===== src/logic/efs_pkg.sv =====
package efs_pkg;

    // register offsets on the parallel port
    localparam logic [7:0] OFS_STATUS_ONE  = 8'h06;
    localparam logic [7:0] OFS_STATUS_TWO  = 8'h07;
    localparam logic [7:0] OFS_RX_INFO     = 8'h08;
    localparam logic [7:0] OFS_MASK_ONE    = 8'h16;
    localparam logic [7:0] OFS_MASK_TWO    = 8'h17;
    localparam logic [7:0] OFS_SYNC_STATE  = 8'h1e;
    localparam logic [7:0] OFS_HDLC_STATUS = 8'h20;
    localparam logic [7:0] OFS_HDLC_MASK   = 8'h21;

    // status_reg_one bit positions
    localparam int SR1_SIG_ONES   = 7;
    localparam int SR1_DIST_MF    = 6;
    localparam int SR1_SIG_ZEROS  = 5;
    localparam int SR1_RX_SLIP    = 4;
    localparam int SR1_UNFR_ONES  = 3;
    localparam int SR1_REMOTE     = 2;
    localparam int SR1_CARR_LOSS  = 1;
    localparam int SR1_SYNC_LOSS  = 0;

    // bits of status_reg_one that follow a persistent alarm level
    localparam logic [7:0] SR1_ALARM_BITS = 8'h0f;
    localparam logic [7:0] NO_ALARM_BITS  = 8'h00;

    // receive_information bit positions
    localparam int RIR_TX_FULL    = 7;
    localparam int RIR_TX_EMPTY   = 6;
    localparam int RIR_JIT_LIMIT  = 5;
    localparam int RIR_RX_FULL    = 4;
    localparam int RIR_RX_EMPTY   = 3;
    localparam int RIR_CRC_RESYNC = 2;
    localparam int RIR_FAS_RESYNC = 1;
    localparam int RIR_CAS_RESYNC = 0;

    // synchronizer_state field positions
    localparam int SSR_CNT_HI_MSB = 7;
    localparam int SSR_CNT_HI_LSB = 4;
    localparam int SSR_CNT_B0     = 3;
    localparam int SSR_FAS_SRCH   = 2;
    localparam int SSR_CAS_SRCH   = 1;
    localparam int SSR_CRC_SRCH   = 0;

    // crc4 sync search counter
    localparam int         CNT_WIDTH = 6;
    localparam logic [5:0] CNT_ZERO  = 6'h00;
    localparam logic [5:0] CNT_ONE   = 6'h01;
    localparam logic [5:0] CNT_MAX   = 6'h3f;

    // reset values
    localparam logic [7:0] RST_BYTE  = 8'h00;

endpackage


===== src/logic/efs_status_regs.sv =====
`timescale 1ns/1ns
module efs_status_regs (
    // clock and reset
    input  wire logic       clk_i,
    input  wire logic       rst_i,
    // parallel control port
    input  wire logic [7:0] addr_i,
    input  wire logic       wr_i,
    input  wire logic       rd_i,
    input  wire logic [7:0] wdata_i,
    output logic      [7:0] rdata_o,
    // interrupt pin
    output logic            int_n_o,
    // status_reg_one events (one-cycle pulses)
    input  wire logic       rx_sig_ones_i,
    input  wire logic       rx_distant_mf_alarm_i,
    input  wire logic       rx_sig_zeros_i,
    input  wire logic       rx_slip_i,
    // status_reg_one alarms (levels)
    input  wire logic       rx_unframed_ones_alarm_i,
    input  wire logic       rx_remote_alarm_i,
    input  wire logic       rx_carrier_loss_i,
    input  wire logic       rx_sync_loss_i,
    // status_reg_two and hdlc events (pulses)
    input  wire logic [7:0] status_two_evt_i,
    input  wire logic [7:0] hdlc_status_evt_i,
    // receive_information events (pulses)
    input  wire logic       tx_store_full_i,
    input  wire logic       tx_store_empty_i,
    input  wire logic       jitter_fifo_near_limit_i,
    input  wire logic       rx_store_full_i,
    input  wire logic       rx_store_empty_i,
    input  wire logic       crc_resync_met_i,
    input  wire logic       frame_align_resync_met_i,
    input  wire logic       sig_mf_resync_met_i,
    // synchronizer state
    input  wire logic       frame_align_searching_i,
    input  wire logic       sig_mf_searching_i,
    input  wire logic       crc_mf_searching_i,
    input  wire logic       crc_search_timeout_i,
    input  wire logic       crc_sync_achieved_i,
    input  wire logic       crc_mode_enable_i
);

    ////////////////////////////////////////////////////////////////////////////////
    // address decode

    wire sel_sr1  = (addr_i == efs_pkg::OFS_STATUS_ONE);
    wire sel_sr2  = (addr_i == efs_pkg::OFS_STATUS_TWO);
    wire sel_rir  = (addr_i == efs_pkg::OFS_RX_INFO);
    wire sel_irq_mask_one = (addr_i == efs_pkg::OFS_MASK_ONE);
    wire sel_irq_mask_two = (addr_i == efs_pkg::OFS_MASK_TWO);
    wire sel_ssr  = (addr_i == efs_pkg::OFS_SYNC_STATE);
    wire sel_hsr  = (addr_i == efs_pkg::OFS_HDLC_STATUS);
    wire sel_hdlc_irq_mask = (addr_i == efs_pkg::OFS_HDLC_MASK);

    ////////////////////////////////////////////////////////////////////////////////
    // source vectors

    logic [7:0] sr1_set;
    logic [7:0] rir_set;

    always_comb begin
        sr1_set = efs_pkg::RST_BYTE;
        sr1_set[efs_pkg::SR1_SIG_ONES]  = rx_sig_ones_i;
        sr1_set[efs_pkg::SR1_DIST_MF]   = rx_distant_mf_alarm_i;
        sr1_set[efs_pkg::SR1_SIG_ZEROS] = rx_sig_zeros_i;
        sr1_set[efs_pkg::SR1_RX_SLIP]   = rx_slip_i;
        sr1_set[efs_pkg::SR1_UNFR_ONES] = rx_unframed_ones_alarm_i;
        sr1_set[efs_pkg::SR1_REMOTE]    = rx_remote_alarm_i;
        sr1_set[efs_pkg::SR1_CARR_LOSS] = rx_carrier_loss_i;
        sr1_set[efs_pkg::SR1_SYNC_LOSS] = rx_sync_loss_i;
    end

    always_comb begin
        rir_set = efs_pkg::RST_BYTE;
        rir_set[efs_pkg::RIR_TX_FULL]    = tx_store_full_i;
        rir_set[efs_pkg::RIR_TX_EMPTY]   = tx_store_empty_i;
        rir_set[efs_pkg::RIR_JIT_LIMIT]  = jitter_fifo_near_limit_i;
        rir_set[efs_pkg::RIR_RX_FULL]    = rx_store_full_i;
        rir_set[efs_pkg::RIR_RX_EMPTY]   = rx_store_empty_i;
        rir_set[efs_pkg::RIR_CRC_RESYNC] = crc_resync_met_i;
        rir_set[efs_pkg::RIR_FAS_RESYNC] = frame_align_resync_met_i;
        rir_set[efs_pkg::RIR_CAS_RESYNC] = sig_mf_resync_met_i;
    end

    ////////////////////////////////////////////////////////////////////////////////
    // latched status registers

    wire  [7:0] sr1_shown;
    wire  [7:0] sr2_shown;
    wire  [7:0] rir_shown;
    wire  [7:0] hsr_shown;
    wire  [7:0] sr1_irq;
    wire  [7:0] sr2_irq;
    wire  [7:0] hsr_irq;

    // the write-back step of the host sequence is what finally clears the copy
    efs_latch_reg #(
        .ALARM_BITS (efs_pkg::SR1_ALARM_BITS)
    ) u_status_one (
        .clk_i      (clk_i),
        .rst_i      (rst_i),
        .set_i      (sr1_set),
        .wr_i       (wr_i & sel_sr1),
        .rd_i       (rd_i & sel_sr1),
        .wdata_i    (wdata_i),
        .shown_o    (sr1_shown),
        .irq_src_o  (sr1_irq)
    );

    efs_latch_reg #(
        .ALARM_BITS (efs_pkg::NO_ALARM_BITS)
    ) u_status_two (
        .clk_i      (clk_i),
        .rst_i      (rst_i),
        .set_i      (status_two_evt_i),
        .wr_i       (wr_i & sel_sr2),
        .rd_i       (rd_i & sel_sr2),
        .wdata_i    (wdata_i),
        .shown_o    (sr2_shown),
        .irq_src_o  (sr2_irq)
    );

    // receive_information has no interrupt path
    efs_latch_reg #(
        .ALARM_BITS (efs_pkg::NO_ALARM_BITS)
    ) u_rx_info (
        .clk_i      (clk_i),
        .rst_i      (rst_i),
        .set_i      (rir_set),
        .wr_i       (wr_i & sel_rir),
        .rd_i       (rd_i & sel_rir),
        .wdata_i    (wdata_i),
        .shown_o    (rir_shown),
        .irq_src_o  ()
    );

    efs_latch_reg #(
        .ALARM_BITS (efs_pkg::NO_ALARM_BITS)
    ) u_hdlc_status (
        .clk_i      (clk_i),
        .rst_i      (rst_i),
        .set_i      (hdlc_status_evt_i),
        .wr_i       (wr_i & sel_hsr),
        .rd_i       (rd_i & sel_hsr),
        .wdata_i    (wdata_i),
        .shown_o    (hsr_shown),
        .irq_src_o  (hsr_irq)
    );

    ////////////////////////////////////////////////////////////////////////////////
    // interrupt masks, one means enabled

    logic [7:0] irq_mask_one_reg;
    logic [7:0] irq_mask_two_reg;
    logic [7:0] hdlc_irq_mask_reg;

    always_ff @(posedge clk_i or posedge rst_i) begin
        if (rst_i) begin
            irq_mask_one_reg  <= efs_pkg::RST_BYTE;
            irq_mask_two_reg  <= efs_pkg::RST_BYTE;
            hdlc_irq_mask_reg <= efs_pkg::RST_BYTE;
        end else begin
            if (wr_i && sel_irq_mask_one) begin
                irq_mask_one_reg <= wdata_i;
            end
            if (wr_i && sel_irq_mask_two) begin
                irq_mask_two_reg <= wdata_i;
            end
            if (wr_i && sel_hdlc_irq_mask) begin
                hdlc_irq_mask_reg <= wdata_i;
            end
        end
    end

    wire [7:0] sr1_unmasked = sr1_irq & irq_mask_one_reg;
    wire [7:0] sr2_unmasked = sr2_irq & irq_mask_two_reg;
    wire [7:0] hsr_unmasked = hsr_irq & hdlc_irq_mask_reg;
    wire       irq_any      = |{sr1_unmasked, sr2_unmasked, hsr_unmasked};

    logic int_n_reg;

    always_ff @(posedge clk_i or posedge rst_i) begin
        if (rst_i) begin
            int_n_reg <= 1'b1;
        end else begin
            int_n_reg <= ~irq_any;
        end
    end

    assign int_n_o = int_n_reg;

    ////////////////////////////////////////////////////////////////////////////////
    // crc4 sync search counter

    logic [5:0] crc_cnt_reg;
    logic [5:0] crc_cnt_next;

    wire cnt_clear = ~crc_mode_enable_i | crc_sync_achieved_i;
    // plain add keeps the wrap; the host must read often enough to see it
    wire [5:0] cnt_inc = crc_cnt_reg + efs_pkg::CNT_ONE;

    assign crc_cnt_next = cnt_clear            ? efs_pkg::CNT_ZERO :
                          crc_search_timeout_i ? cnt_inc : crc_cnt_reg;

    always_ff @(posedge clk_i or posedge rst_i) begin
        if (rst_i) begin
            crc_cnt_reg <= efs_pkg::CNT_ZERO;
        end else begin
            crc_cnt_reg <= crc_cnt_next;
        end
    end

    ////////////////////////////////////////////////////////////////////////////////
    // synchronizer_state, live view

    logic [7:0] ssr_view;

    always_comb begin
        ssr_view = efs_pkg::RST_BYTE;
        ssr_view[efs_pkg::SSR_CNT_HI_MSB:efs_pkg::SSR_CNT_HI_LSB] = crc_cnt_reg[5:2];
        ssr_view[efs_pkg::SSR_CNT_B0]   = crc_cnt_reg[0];
        ssr_view[efs_pkg::SSR_FAS_SRCH] = frame_align_searching_i;
        ssr_view[efs_pkg::SSR_CAS_SRCH] = sig_mf_searching_i;
        ssr_view[efs_pkg::SSR_CRC_SRCH] = crc_mf_searching_i;
    end

    ////////////////////////////////////////////////////////////////////////////////
    // read data

    wire [7:0] rd_mux = sel_sr1  ? sr1_shown :
                        sel_sr2  ? sr2_shown :
                        sel_rir  ? rir_shown :
                        sel_irq_mask_one ? irq_mask_one_reg :
                        sel_irq_mask_two ? irq_mask_two_reg :
                        sel_ssr  ? ssr_view :
                        sel_hsr  ? hsr_shown :
                        sel_hdlc_irq_mask ? hdlc_irq_mask_reg : efs_pkg::RST_BYTE;

    logic [7:0] rdata_reg;

    always_ff @(posedge clk_i or posedge rst_i) begin
        if (rst_i) begin
            rdata_reg <= efs_pkg::RST_BYTE;
        end else if (rd_i) begin
            rdata_reg <= rd_mux;
        end
    end

    assign rdata_o = rdata_reg;

    ////////////////////////////////////////////////////////////////////////////////
    // checks

    a_ssr_live: assert property (@(posedge clk_i) disable iff (rst_i)
        (rd_i && sel_ssr) |=> (rdata_o == {$past(crc_cnt_reg[5:2]), $past(crc_cnt_reg[0]),
            $past(frame_align_searching_i), $past(sig_mf_searching_i),
            $past(crc_mf_searching_i)}))
        else $error("sync state read not live");

    a_cnt_clear: assert property (@(posedge clk_i) disable iff (rst_i)
        cnt_clear |=> (crc_cnt_reg == 6'h00))
        else $error("search counter not cleared");

    a_cnt_step: assert property (@(posedge clk_i) disable iff (rst_i)
        (!cnt_clear && crc_search_timeout_i && crc_cnt_reg != 6'h3f)
        |=> (crc_cnt_reg == $past(crc_cnt_reg) + 6'h01))
        else $error("search counter missed a timeout");

    a_cnt_wrap: assert property (@(posedge clk_i) disable iff (rst_i)
        (!cnt_clear && crc_search_timeout_i && crc_cnt_reg == 6'h3f)
        |=> (crc_cnt_reg == 6'h00))
        else $error("search counter did not wrap");

    a_irq_low: assert property (@(posedge clk_i) disable iff (rst_i)
        irq_any |=> !int_n_o)
        else $error("interrupt not asserted");

    a_irq_release: assert property (@(posedge clk_i) disable iff (rst_i)
        (!irq_any) |=> int_n_o)
        else $error("interrupt not released");

    a_event_irq: assert property (@(posedge clk_i) disable iff (rst_i)
        (status_two_evt_i[0] && irq_mask_two_reg[0]) |=> ##1 !int_n_o)
        else $error("event interrupt missing");

    ////////////////////////////////////////////////////////////////////////////////
    // mask, read port, counter hold and interrupt source checks
    // these watch the whole byte, not one sample bit, so a stuck lane shows up

    a_mask1_write: assert property (@(posedge clk_i) disable iff (rst_i)
        (wr_i && sel_irq_mask_one) |=> (irq_mask_one_reg == $past(wdata_i)))
        else $error("mask one write lost");

    a_mask2_write: assert property (@(posedge clk_i) disable iff (rst_i)
        (wr_i && sel_irq_mask_two) |=> (irq_mask_two_reg == $past(wdata_i)))
        else $error("mask two write lost");

    a_hmask_write: assert property (@(posedge clk_i) disable iff (rst_i)
        (wr_i && sel_hdlc_irq_mask) |=> (hdlc_irq_mask_reg == $past(wdata_i)))
        else $error("hdlc mask write lost");

    a_mask1_read: assert property (@(posedge clk_i) disable iff (rst_i)
        (rd_i && sel_irq_mask_one) |=> (rdata_o == $past(irq_mask_one_reg)))
        else $error("mask one read wrong");

    a_rdata_hold: assert property (@(posedge clk_i) disable iff (rst_i)
        (!rd_i) |=> $stable(rdata_o))
        else $error("read data moved without a read");

    a_unmapped_zero: assert property (@(posedge clk_i) disable iff (rst_i)
        (rd_i && !(sel_sr1 || sel_sr2 || sel_rir || sel_irq_mask_one || sel_irq_mask_two ||
            sel_ssr || sel_hsr || sel_hdlc_irq_mask)) |=> (rdata_o == 8'h00))
        else $error("unmapped read not zero");

    a_all_masked: assert property (@(posedge clk_i) disable iff (rst_i)
        (irq_mask_one_reg == 8'h00 && irq_mask_two_reg == 8'h00 &&
            hdlc_irq_mask_reg == 8'h00) |=> int_n_o)
        else $error("masked source reached the pin");

    a_cnt_hold: assert property (@(posedge clk_i) disable iff (rst_i)
        (!cnt_clear && !crc_search_timeout_i) |=> $stable(crc_cnt_reg))
        else $error("search counter moved without timeout");

    a_alarm_irq: assert property (@(posedge clk_i) disable iff (rst_i)
        (((sr1_set ^ $past(sr1_set)) & efs_pkg::SR1_ALARM_BITS & irq_mask_one_reg) != 8'h00)
        |=> ##1 !int_n_o)
        else $error("alarm change interrupt missing");

    a_sr1_evt_irq: assert property (@(posedge clk_i) disable iff (rst_i)
        ((sr1_set & ~efs_pkg::SR1_ALARM_BITS & irq_mask_one_reg) != 8'h00) |=> ##1 !int_n_o)
        else $error("status one event interrupt missing");

    a_sr2_evt_irq: assert property (@(posedge clk_i) disable iff (rst_i)
        ((status_two_evt_i & irq_mask_two_reg) != 8'h00) |=> ##1 !int_n_o)
        else $error("status two event interrupt missing");

    a_hdlc_evt_irq: assert property (@(posedge clk_i) disable iff (rst_i)
        ((hdlc_status_evt_i & hdlc_irq_mask_reg) != 8'h00) |=> ##1 !int_n_o)
        else $error("hdlc event interrupt missing");

endmodule


===== src/logic/efs_latch_reg.sv =====
`timescale 1ns/1ns
module efs_latch_reg #(
    parameter logic [7:0] ALARM_BITS = 8'h00
) (
    // clock and reset
    input  wire logic       clk_i,
    input  wire logic       rst_i,
    // sources: pulses for events, levels for alarm bits
    input  wire logic [7:0] set_i,
    // port access to this register
    input  wire logic       wr_i,
    input  wire logic       rd_i,
    input  wire logic [7:0] wdata_i,
    // readable copy and interrupt sources
    output logic      [7:0] shown_o,
    output logic      [7:0] irq_src_o
);

    logic [7:0] lat_reg;
    logic [7:0] lat_next;
    logic [7:0] shown_reg;
    logic [7:0] shown_next;
    logic [7:0] armed_reg;
    logic [7:0] prev_reg;
    logic [7:0] apend_reg;
    logic [7:0] apend_next;
    wire  [7:0] rd_clr;
    wire  [7:0] alarm_chg;

    // only bits armed by the last mask write are cleared by the read
    assign rd_clr    = rd_i ? armed_reg : efs_pkg::RST_BYTE;
    assign alarm_chg = (set_i ^ prev_reg) & ALARM_BITS;
    // new set wins over the read clear; alarm levels re-set while present
    assign lat_next   = (lat_reg & ~rd_clr) | set_i;
    assign shown_next = wr_i ? ((lat_reg & wdata_i) | (shown_reg & ~wdata_i))
                             : shown_reg;
    assign apend_next = (apend_reg & ~rd_clr) | alarm_chg;

    always_ff @(posedge clk_i or posedge rst_i) begin
        if (rst_i) begin
            lat_reg   <= efs_pkg::RST_BYTE;
            shown_reg <= efs_pkg::RST_BYTE;
            armed_reg <= efs_pkg::RST_BYTE;
            prev_reg  <= efs_pkg::RST_BYTE;
            apend_reg <= efs_pkg::RST_BYTE;
        end else begin
            lat_reg   <= lat_next;
            shown_reg <= shown_next;
            armed_reg <= wr_i ? wdata_i : (rd_i ? efs_pkg::RST_BYTE : armed_reg);
            prev_reg  <= set_i & ALARM_BITS;
            apend_reg <= apend_next;
        end
    end

    assign shown_o = shown_reg;
    // alarms interrupt on change, events while latched
    assign irq_src_o = (apend_reg & ALARM_BITS) | (lat_reg & ~ALARM_BITS);

    a_set_sticky: assert property (@(posedge clk_i) disable iff (rst_i)
        (set_i != 8'h00) |=> ((lat_reg & $past(set_i)) == $past(set_i)))
        else $error("status bit not latched");
    a_read_clears: assert property (@(posedge clk_i) disable iff (rst_i)
        (rd_i && set_i == 8'h00) |=> ((lat_reg & $past(armed_reg)) == 8'h00))
        else $error("armed bit not cleared by read");
    a_mask_hold: assert property (@(posedge clk_i) disable iff (rst_i)
        wr_i |=> ((shown_reg & ~$past(wdata_i)) == ($past(shown_reg) & ~$past(wdata_i))))
        else $error("unmasked bit changed on write");
    a_mask_update: assert property (@(posedge clk_i) disable iff (rst_i)
        wr_i |=> ((shown_reg & $past(wdata_i)) == ($past(lat_reg) & $past(wdata_i))))
        else $error("masked bit not refreshed");
    a_alarm_change: assert property (@(posedge clk_i) disable iff (rst_i)
        (alarm_chg != 8'h00) |=> ((irq_src_o & $past(alarm_chg)) == $past(alarm_chg)))
        else $error("alarm change raised no interrupt");

endmodule


===== config.mk =====
export PLATFORM = sky130hd
export DESIGN_NAME = efs_status_regs
export DESIGN_NICKNAME = d
export VERILOG_FILES = /design/src/logic/efs_pkg.sv /design/src/logic/efs_status_regs.sv /design/src/logic/efs_latch_reg.sv
export SDC_FILE = /design/constraint.sdc
export NUM_CORES = 1
export LEC_CHECK = 0
export ABC_CLOCK_PERIOD_IN_PS = 1300
export BUFFER_PORTS_ARGS = -buffer_cell sky130_fd_sc_hd__buf_2
export CORE_MARGIN = 2
export CORE_UTILIZATION = 45
export DETAILED_ROUTE_END_ITERATION = 8
export GPL_TIMING_DRIVEN = 0
export MAX_ROUTING_LAYER = met4
export PLACE_DENSITY = 0.71
export SLEW_MARGIN = 20
export SYNTH_ARGS = -nofsm -noshare
export SYNTH_HDL_FRONTEND = slang
export SYNTH_HIERARCHICAL = 1
export SYNTH_SLANG_ARGS = --single-unit

===== constraint.sdc =====
create_clock -name clk_i -period 1.3 [get_ports clk_i]
set_clock_uncertainty 0.15 [all_clocks]
set_input_delay 0.065 -clock clk_i [delete_from_list [all_inputs] [get_ports clk_i]]
set_output_delay 0.065 -clock clk_i [all_outputs]
set_load 0.01 [all_outputs]

# Word level (Yosys, flattened, before mapping)
# Index checks and enable logic that the tools add are counted.
[totals] ff_bits=147 in_bits=58 out_inout_bits=9 elab_cells=103
[op_classes] n_addsub=1 n_eq_ne=8 mux=22 bitwise_logic=43 n_reduce_logical=9
[ops] op="8-bit 2-to-1 mux" count=20
[ops] op="8-bit AND" count=16
[ops] op="8-bit OR" count=8
[ops] op="8-bit NOT" count=5
[ops] op="8-bit by 5-bit == test with 1-bit output (second input constant)" count=3
[ops] op="24-bit OR reduction" count=1
[ops] op="8-bit by 3-bit == test with 1-bit output (second input constant)" count=2
[ops] op="8-bit by 6-bit == test with 1-bit output (second input constant)" count=2
[ops] op="6-bit 2-to-1 mux" count=2
[ops] op="2-bit nonzero test" count=5
[ops] op="1-bit AND" count=8
[ops] op="8-bit by 4-bit == test with 1-bit output (second input constant)" count=1
[ops] op="4-bit by 8-bit OR with 8-bit output" count=1
[ops] op="8-bit by 4-bit OR with 8-bit output" count=1
[ops] op="6-bit by 1-bit adder with 6-bit output (second input constant)" count=1
[ops] op="4-bit bitwise XOR" count=1
[ops] op="1-bit logical AND" count=3
[ops] op="1-bit NOT" count=2
[ops] op="1-bit OR" count=1

# Longest topological paths before layout
[logic_depth] depth_word=9 mapped_depth=8 mapped_depth_nobuf=6

# By module
# The synthesis kept the hierarchy.
[by_module_without_submodules] mod="efs_latch_reg at u_hdlc_status ..." instances=3 cells_per_inst=69 area_each_um2=927.1 seq_area_each_um2=600.6
[by_module_without_submodules] mod="efs_status_regs" instances=1 cells_per_inst=240 area_each_um2=2444.8 seq_area_each_um2=977.2
[by_module_without_submodules] mod="efs_latch_reg at u_status_one" instances=1 cells_per_inst=89 area_each_um2=1222.4 seq_area_each_um2=800.8

# Worst setup path after synthesis
# OpenSTA, ideal clock, no wires.
[synth_path] path_kind="in2reg" startpoint="input port addr_i[5]" endpoint="register (tool-made name)" setup_ns=0.125 t_arrival_ns=1.681 required_time_ns=1.025 setup_slack_ns=-0.656 path_stages=8 path_buffers=3 path_cell_list="buf_6 nor4_1 nand2_1 nor2_1 buf_4 buf_6 nand2_2 mux2_4"
[synth_lines] element="start, declared" line_no="efs_status_regs.sv:7" text="input wire logic [7:0] addr_i,"

# Worst setup path in the final report
[layout_path] startpoint="register irq_mask_one_reg[2]" endpoint="register rdata_reg[2] (netlist: rdata_o[2])"
[layout_between] elab_chain_len=4
[layout_lines] element="start, declared" line_no="efs_status_regs.sv:155" text="logic [7:0] irq_mask_one_reg;"
[layout_lines] element="start signal, assigned" line_no="efs_status_regs.sv:161" text="irq_mask_one_reg <= efs_pkg::RST_BYTE;"
[layout_lines] element="start signal, assigned" line_no="efs_status_regs.sv:166" text="irq_mask_one_reg <= wdata_i;"
[layout_lines] element="8-bit 2-to-1 mux" line_no="efs_status_regs.sv:235" text="sel_irq_mask_one ? irq_mask_one_reg :"
[layout_lines] element="8-bit 2-to-1 mux" line_no="efs_status_regs.sv:234" text="sel_rir ? rir_shown :"
[layout_lines] element="8-bit 2-to-1 mux" line_no="efs_status_regs.sv:233" text="sel_sr2 ? sr2_shown :"
[layout_lines] element="8-bit 2-to-1 mux" line_no="efs_status_regs.sv:232" text="wire [7:0] rd_mux = sel_sr1 ? sr1_shown :"
[layout_lines] element="end signal, assigned" line_no="efs_status_regs.sv:245" text="rdata_reg <= efs_pkg::RST_BYTE;"
[layout_lines] element="end signal, assigned" line_no="efs_status_regs.sv:247" text="rdata_reg <= rd_mux;"
[layout_lines] element="end, declared" line_no="efs_status_regs.sv:241" text="logic [7:0] rdata_reg;"
# No other way between the ends.
# A chain may end at the register's enable or synchronous reset.

==> flow_metrics.tcl <==
set metrics [dict create \
    setup_violations 93 \
    fin_crit_ns 1.51 \
    grtUsageMet2_pct 44.0 \
    core_area_um2 13900 \
    routed_wl_um 19800 \
    holdWs_ns 0.0480 \
    path_class "register to register" \
    final_cell_mix "dfrtp_1, buf_2, buf_4" \
    fin_crit_sh_pct 116 \
    synth_seq_area_share_pct 55.5 \
    synthCells 536 \
    yosys-top-cells-area "dfrtp_1, mux2_2, a22o_1" \
    ir_worst_vdd_mv 0.762 \
    num_antenna_cells 0 \
    regToRegSetupSlack_ns -0.21 \
    p_comb_share_pct 10.1 \
    p_int_uw 8320 \
    fillers 957 \
    place_hpwl_um 12400 \
    p_sw_share_pct 23.6 \
    clock_power_share_pct 46.2 \
    cp.arrival_ns 1.67 \
    final_common_cell "dfrtp_1" \
    grt_max_degree 33 \
    ys_async_sr_fraction_pct 100 \
    std_cell_rows 43 \
    antenna_found_initial 0 \
    crit_buf_inv 0 \
    multi_input_area_um2 3180 \
    gr-total-overflow 0 \
    power_per_cell_area_nw_per_um2 1170 \
    place.gp.congestion 0.977 \
    crit_slowest_cell "dfrtp_1" \
    fmax_ghz 0.661 \
    drt_iter0_markers 357 \
    start_util_pct 46.3 \
    p_seq_share_pct 43.7 \
    busiest_layer "met2" \
    synth_area_um2 6450 \
    wl_per_cell_um 21.6 \
    max_cap_violations 0 \
    root_buffer "clkbuf_16" \
    firstDrtPassIters 5 \
    status "finished, violations left" \
    p_total_uw 10900 \
    grt_pass1_vias 5418 \
    synth_area_leader_cell "dfrtp_1" \
    cts_max_level 4 \
    worst_slew_pin_slew_ns 0.667 \
    yosysWarnings 6 \
    syn_nets 595 \
    slew_headroom_pct 55.5 \
    nets 783 \
    hold_viol 0 \
    regArea_um2 3580 \
    synth.avg_cell_area_um2 12.0 \
    io_buffers 65 \
    cp_max_fo 3 \
    drc 0 \
    cts_made_buffers 17 \
    start_kind "register" \
    slew_violations 0 \
    synth_top_area_share_pct 55.1 \
    fp.dieH_um 124 \
    worstSetupEndpointType "register" \
    track_usage_pct 27.7 \
    timing.final.ws_setup_ns -0.213 \
    ios 67 \
    p_leak_uw 0.00426 \
    violations "setup timing" \
    cts_sinks 143 \
    final_layout_size_suffix_gt1_share_pct 46.7 \
    die_area_um2 15300 \
    path_cells "mux2_2 > a22oi_1 > o21ai_1 > a21oi_2 > nor4_2" \
    via_per_inst 5.77 \
    ys_types 49 \
    num_vias 5291 \
    area_growth_pct 44.7 \
    clock_path_buffers 2 \
    hp-class "input port to register" \
    grt_setup_unrepaired "true" \
    clk_latency_ns 0.43 \
    cp_data_required_time_ns 1.46 \
    synth_flop_cell "dfrtp_1" \
    synth_edf_count 0 \
    die_w_um 124 \
    yosys_register_bits 143 \
    use_met3_pct 4.53 \
    clk_pin_slew_ns 0.06 \
    postRouteAntennaNets 0 \
    critPathTopFamily "compound AO/OA/AOI/OAI gates" \
    cts_tree "done" \
    net-switching-power_uw 2580 \
    slowest_delay_ns 0.41 \
    groute.layer.met1.usage_pct 34.9 \
    grt_pass1_wl_um 30000 \
]
cells by family (layout without fill, tap and decap cells):
kind of cell / Yosys count / in the layout / synth area share, %
buffers and inverters: 34 / 235 / 3.32
flip-flops: 143 / 143 / 55.5
AND/OR/NAND/NOR: 152 / 152 / 12.0
adder cells (fa/ha/maj): 1 / 1 / 0.194
AO/OA/AOI/OAI: 125 / 125 / 14.5
XOR/XNOR: 8 / 8 / 1.09
multiplexers: 73 / 73 / 13.5
worst paths after layout:
| kind | startpoint | end | cells past startpoint |
|---|---|---|---|
| max in group asynchronous | rst_i | u_status_one/lat_reg[1] | 3 |
| min | wdata_i[2] | register | 3 |
| min reg2reg | u_rx_info/irq_src_o[3] | u_rx_info/irq_src_o[3] | 1 |
| min in group asynchronous | rst_i | irq_mask_one_reg[0] | 3 |
| max reg2reg | irq_mask_one_reg[2] | rdata_o[2] | 5 |
| max | irq_mask_one_reg[2] | rdata_o[2] | 5 |
worst reg2reg max path, cell delays in order (launching register included):
cell and delay [ns]:
dfrtp_1 0.41, mux2_2 0.31, a22oi_1 0.22, o21ai_1 0.11, a21oi_2 0.15, nor4_2 0.06
through the flow:
stage          worst slack [ns]  setup TNS, ns  instances  instance area, µm²  utilization, %
5_1_grt                  -0.219          -9.54        917                9330            67.0
4_1_cts                  -0.191          -6.18        903                8890            63.8
3_3_place_gp             -0.828        -100.58        781                7160            51.4
3_5_place_dp             -0.910         -86.28        782                7190            51.6
2_1_floorplan            -0.416         -31.05        536                6610               -
6_report                 -0.213          -5.60        917                9330            67.0
routing by layer:
metal / share of wire, % / wire (µm) / vias up
met3: 5.2 / 1040 / 65
met2: 49 / 9770 / 199
li1: - / - / 2329
met1: 41 / 8120 / 2698
met5: 0 / 0 / -
met4: 4.6 / 908 / 0
power by group through the flow:
stage / clock (µW) / combinational (µW) / sequential [µW]
after floorplan: 0 / 416 / 4790
after global placement: 0 / 747 / 4810
after detailed placement: 0 / 778 / 4820
after CTS: 5080 / 983 / 4750
after global routing: 5310 / 1180 / 4770
final: 5030 / 1100 / 4760
what timing repair did:
action | CTS | global route
endpoints found under the setup margin | 126 | 208
resized for setup | 67 | 91
cloned | 1 | 2
endpoints found under the hold margin | 210 | 1
hold buffers | 44 | 1
setup buffers | 46 | 16
pin swaps | 32 | 32
synthesized netlist by cell type (all sizes together) (6+ instances only):
cell and instances:
nor3 8, xor2 7, o22ai 17, a21o 36, nand2 77, a22o 32, o21ai 8, mux2 63
inv 6, and3 12, nor2 24, mux2i 10, buf 23, dfrtp 142, a21oi 6, a22oi 19
final cells by class:
class,instances,share of cell area (%)
buffer,22,2.79
clock buffer,21,4.93
clock inverter,11,1.68
inverter,6,0.389
multi-input combinational,359,34.1
sequential,143,38.4
tap,180,2.41
timing repair buffer,175,15.3
(Power assumes the default switching activity.)
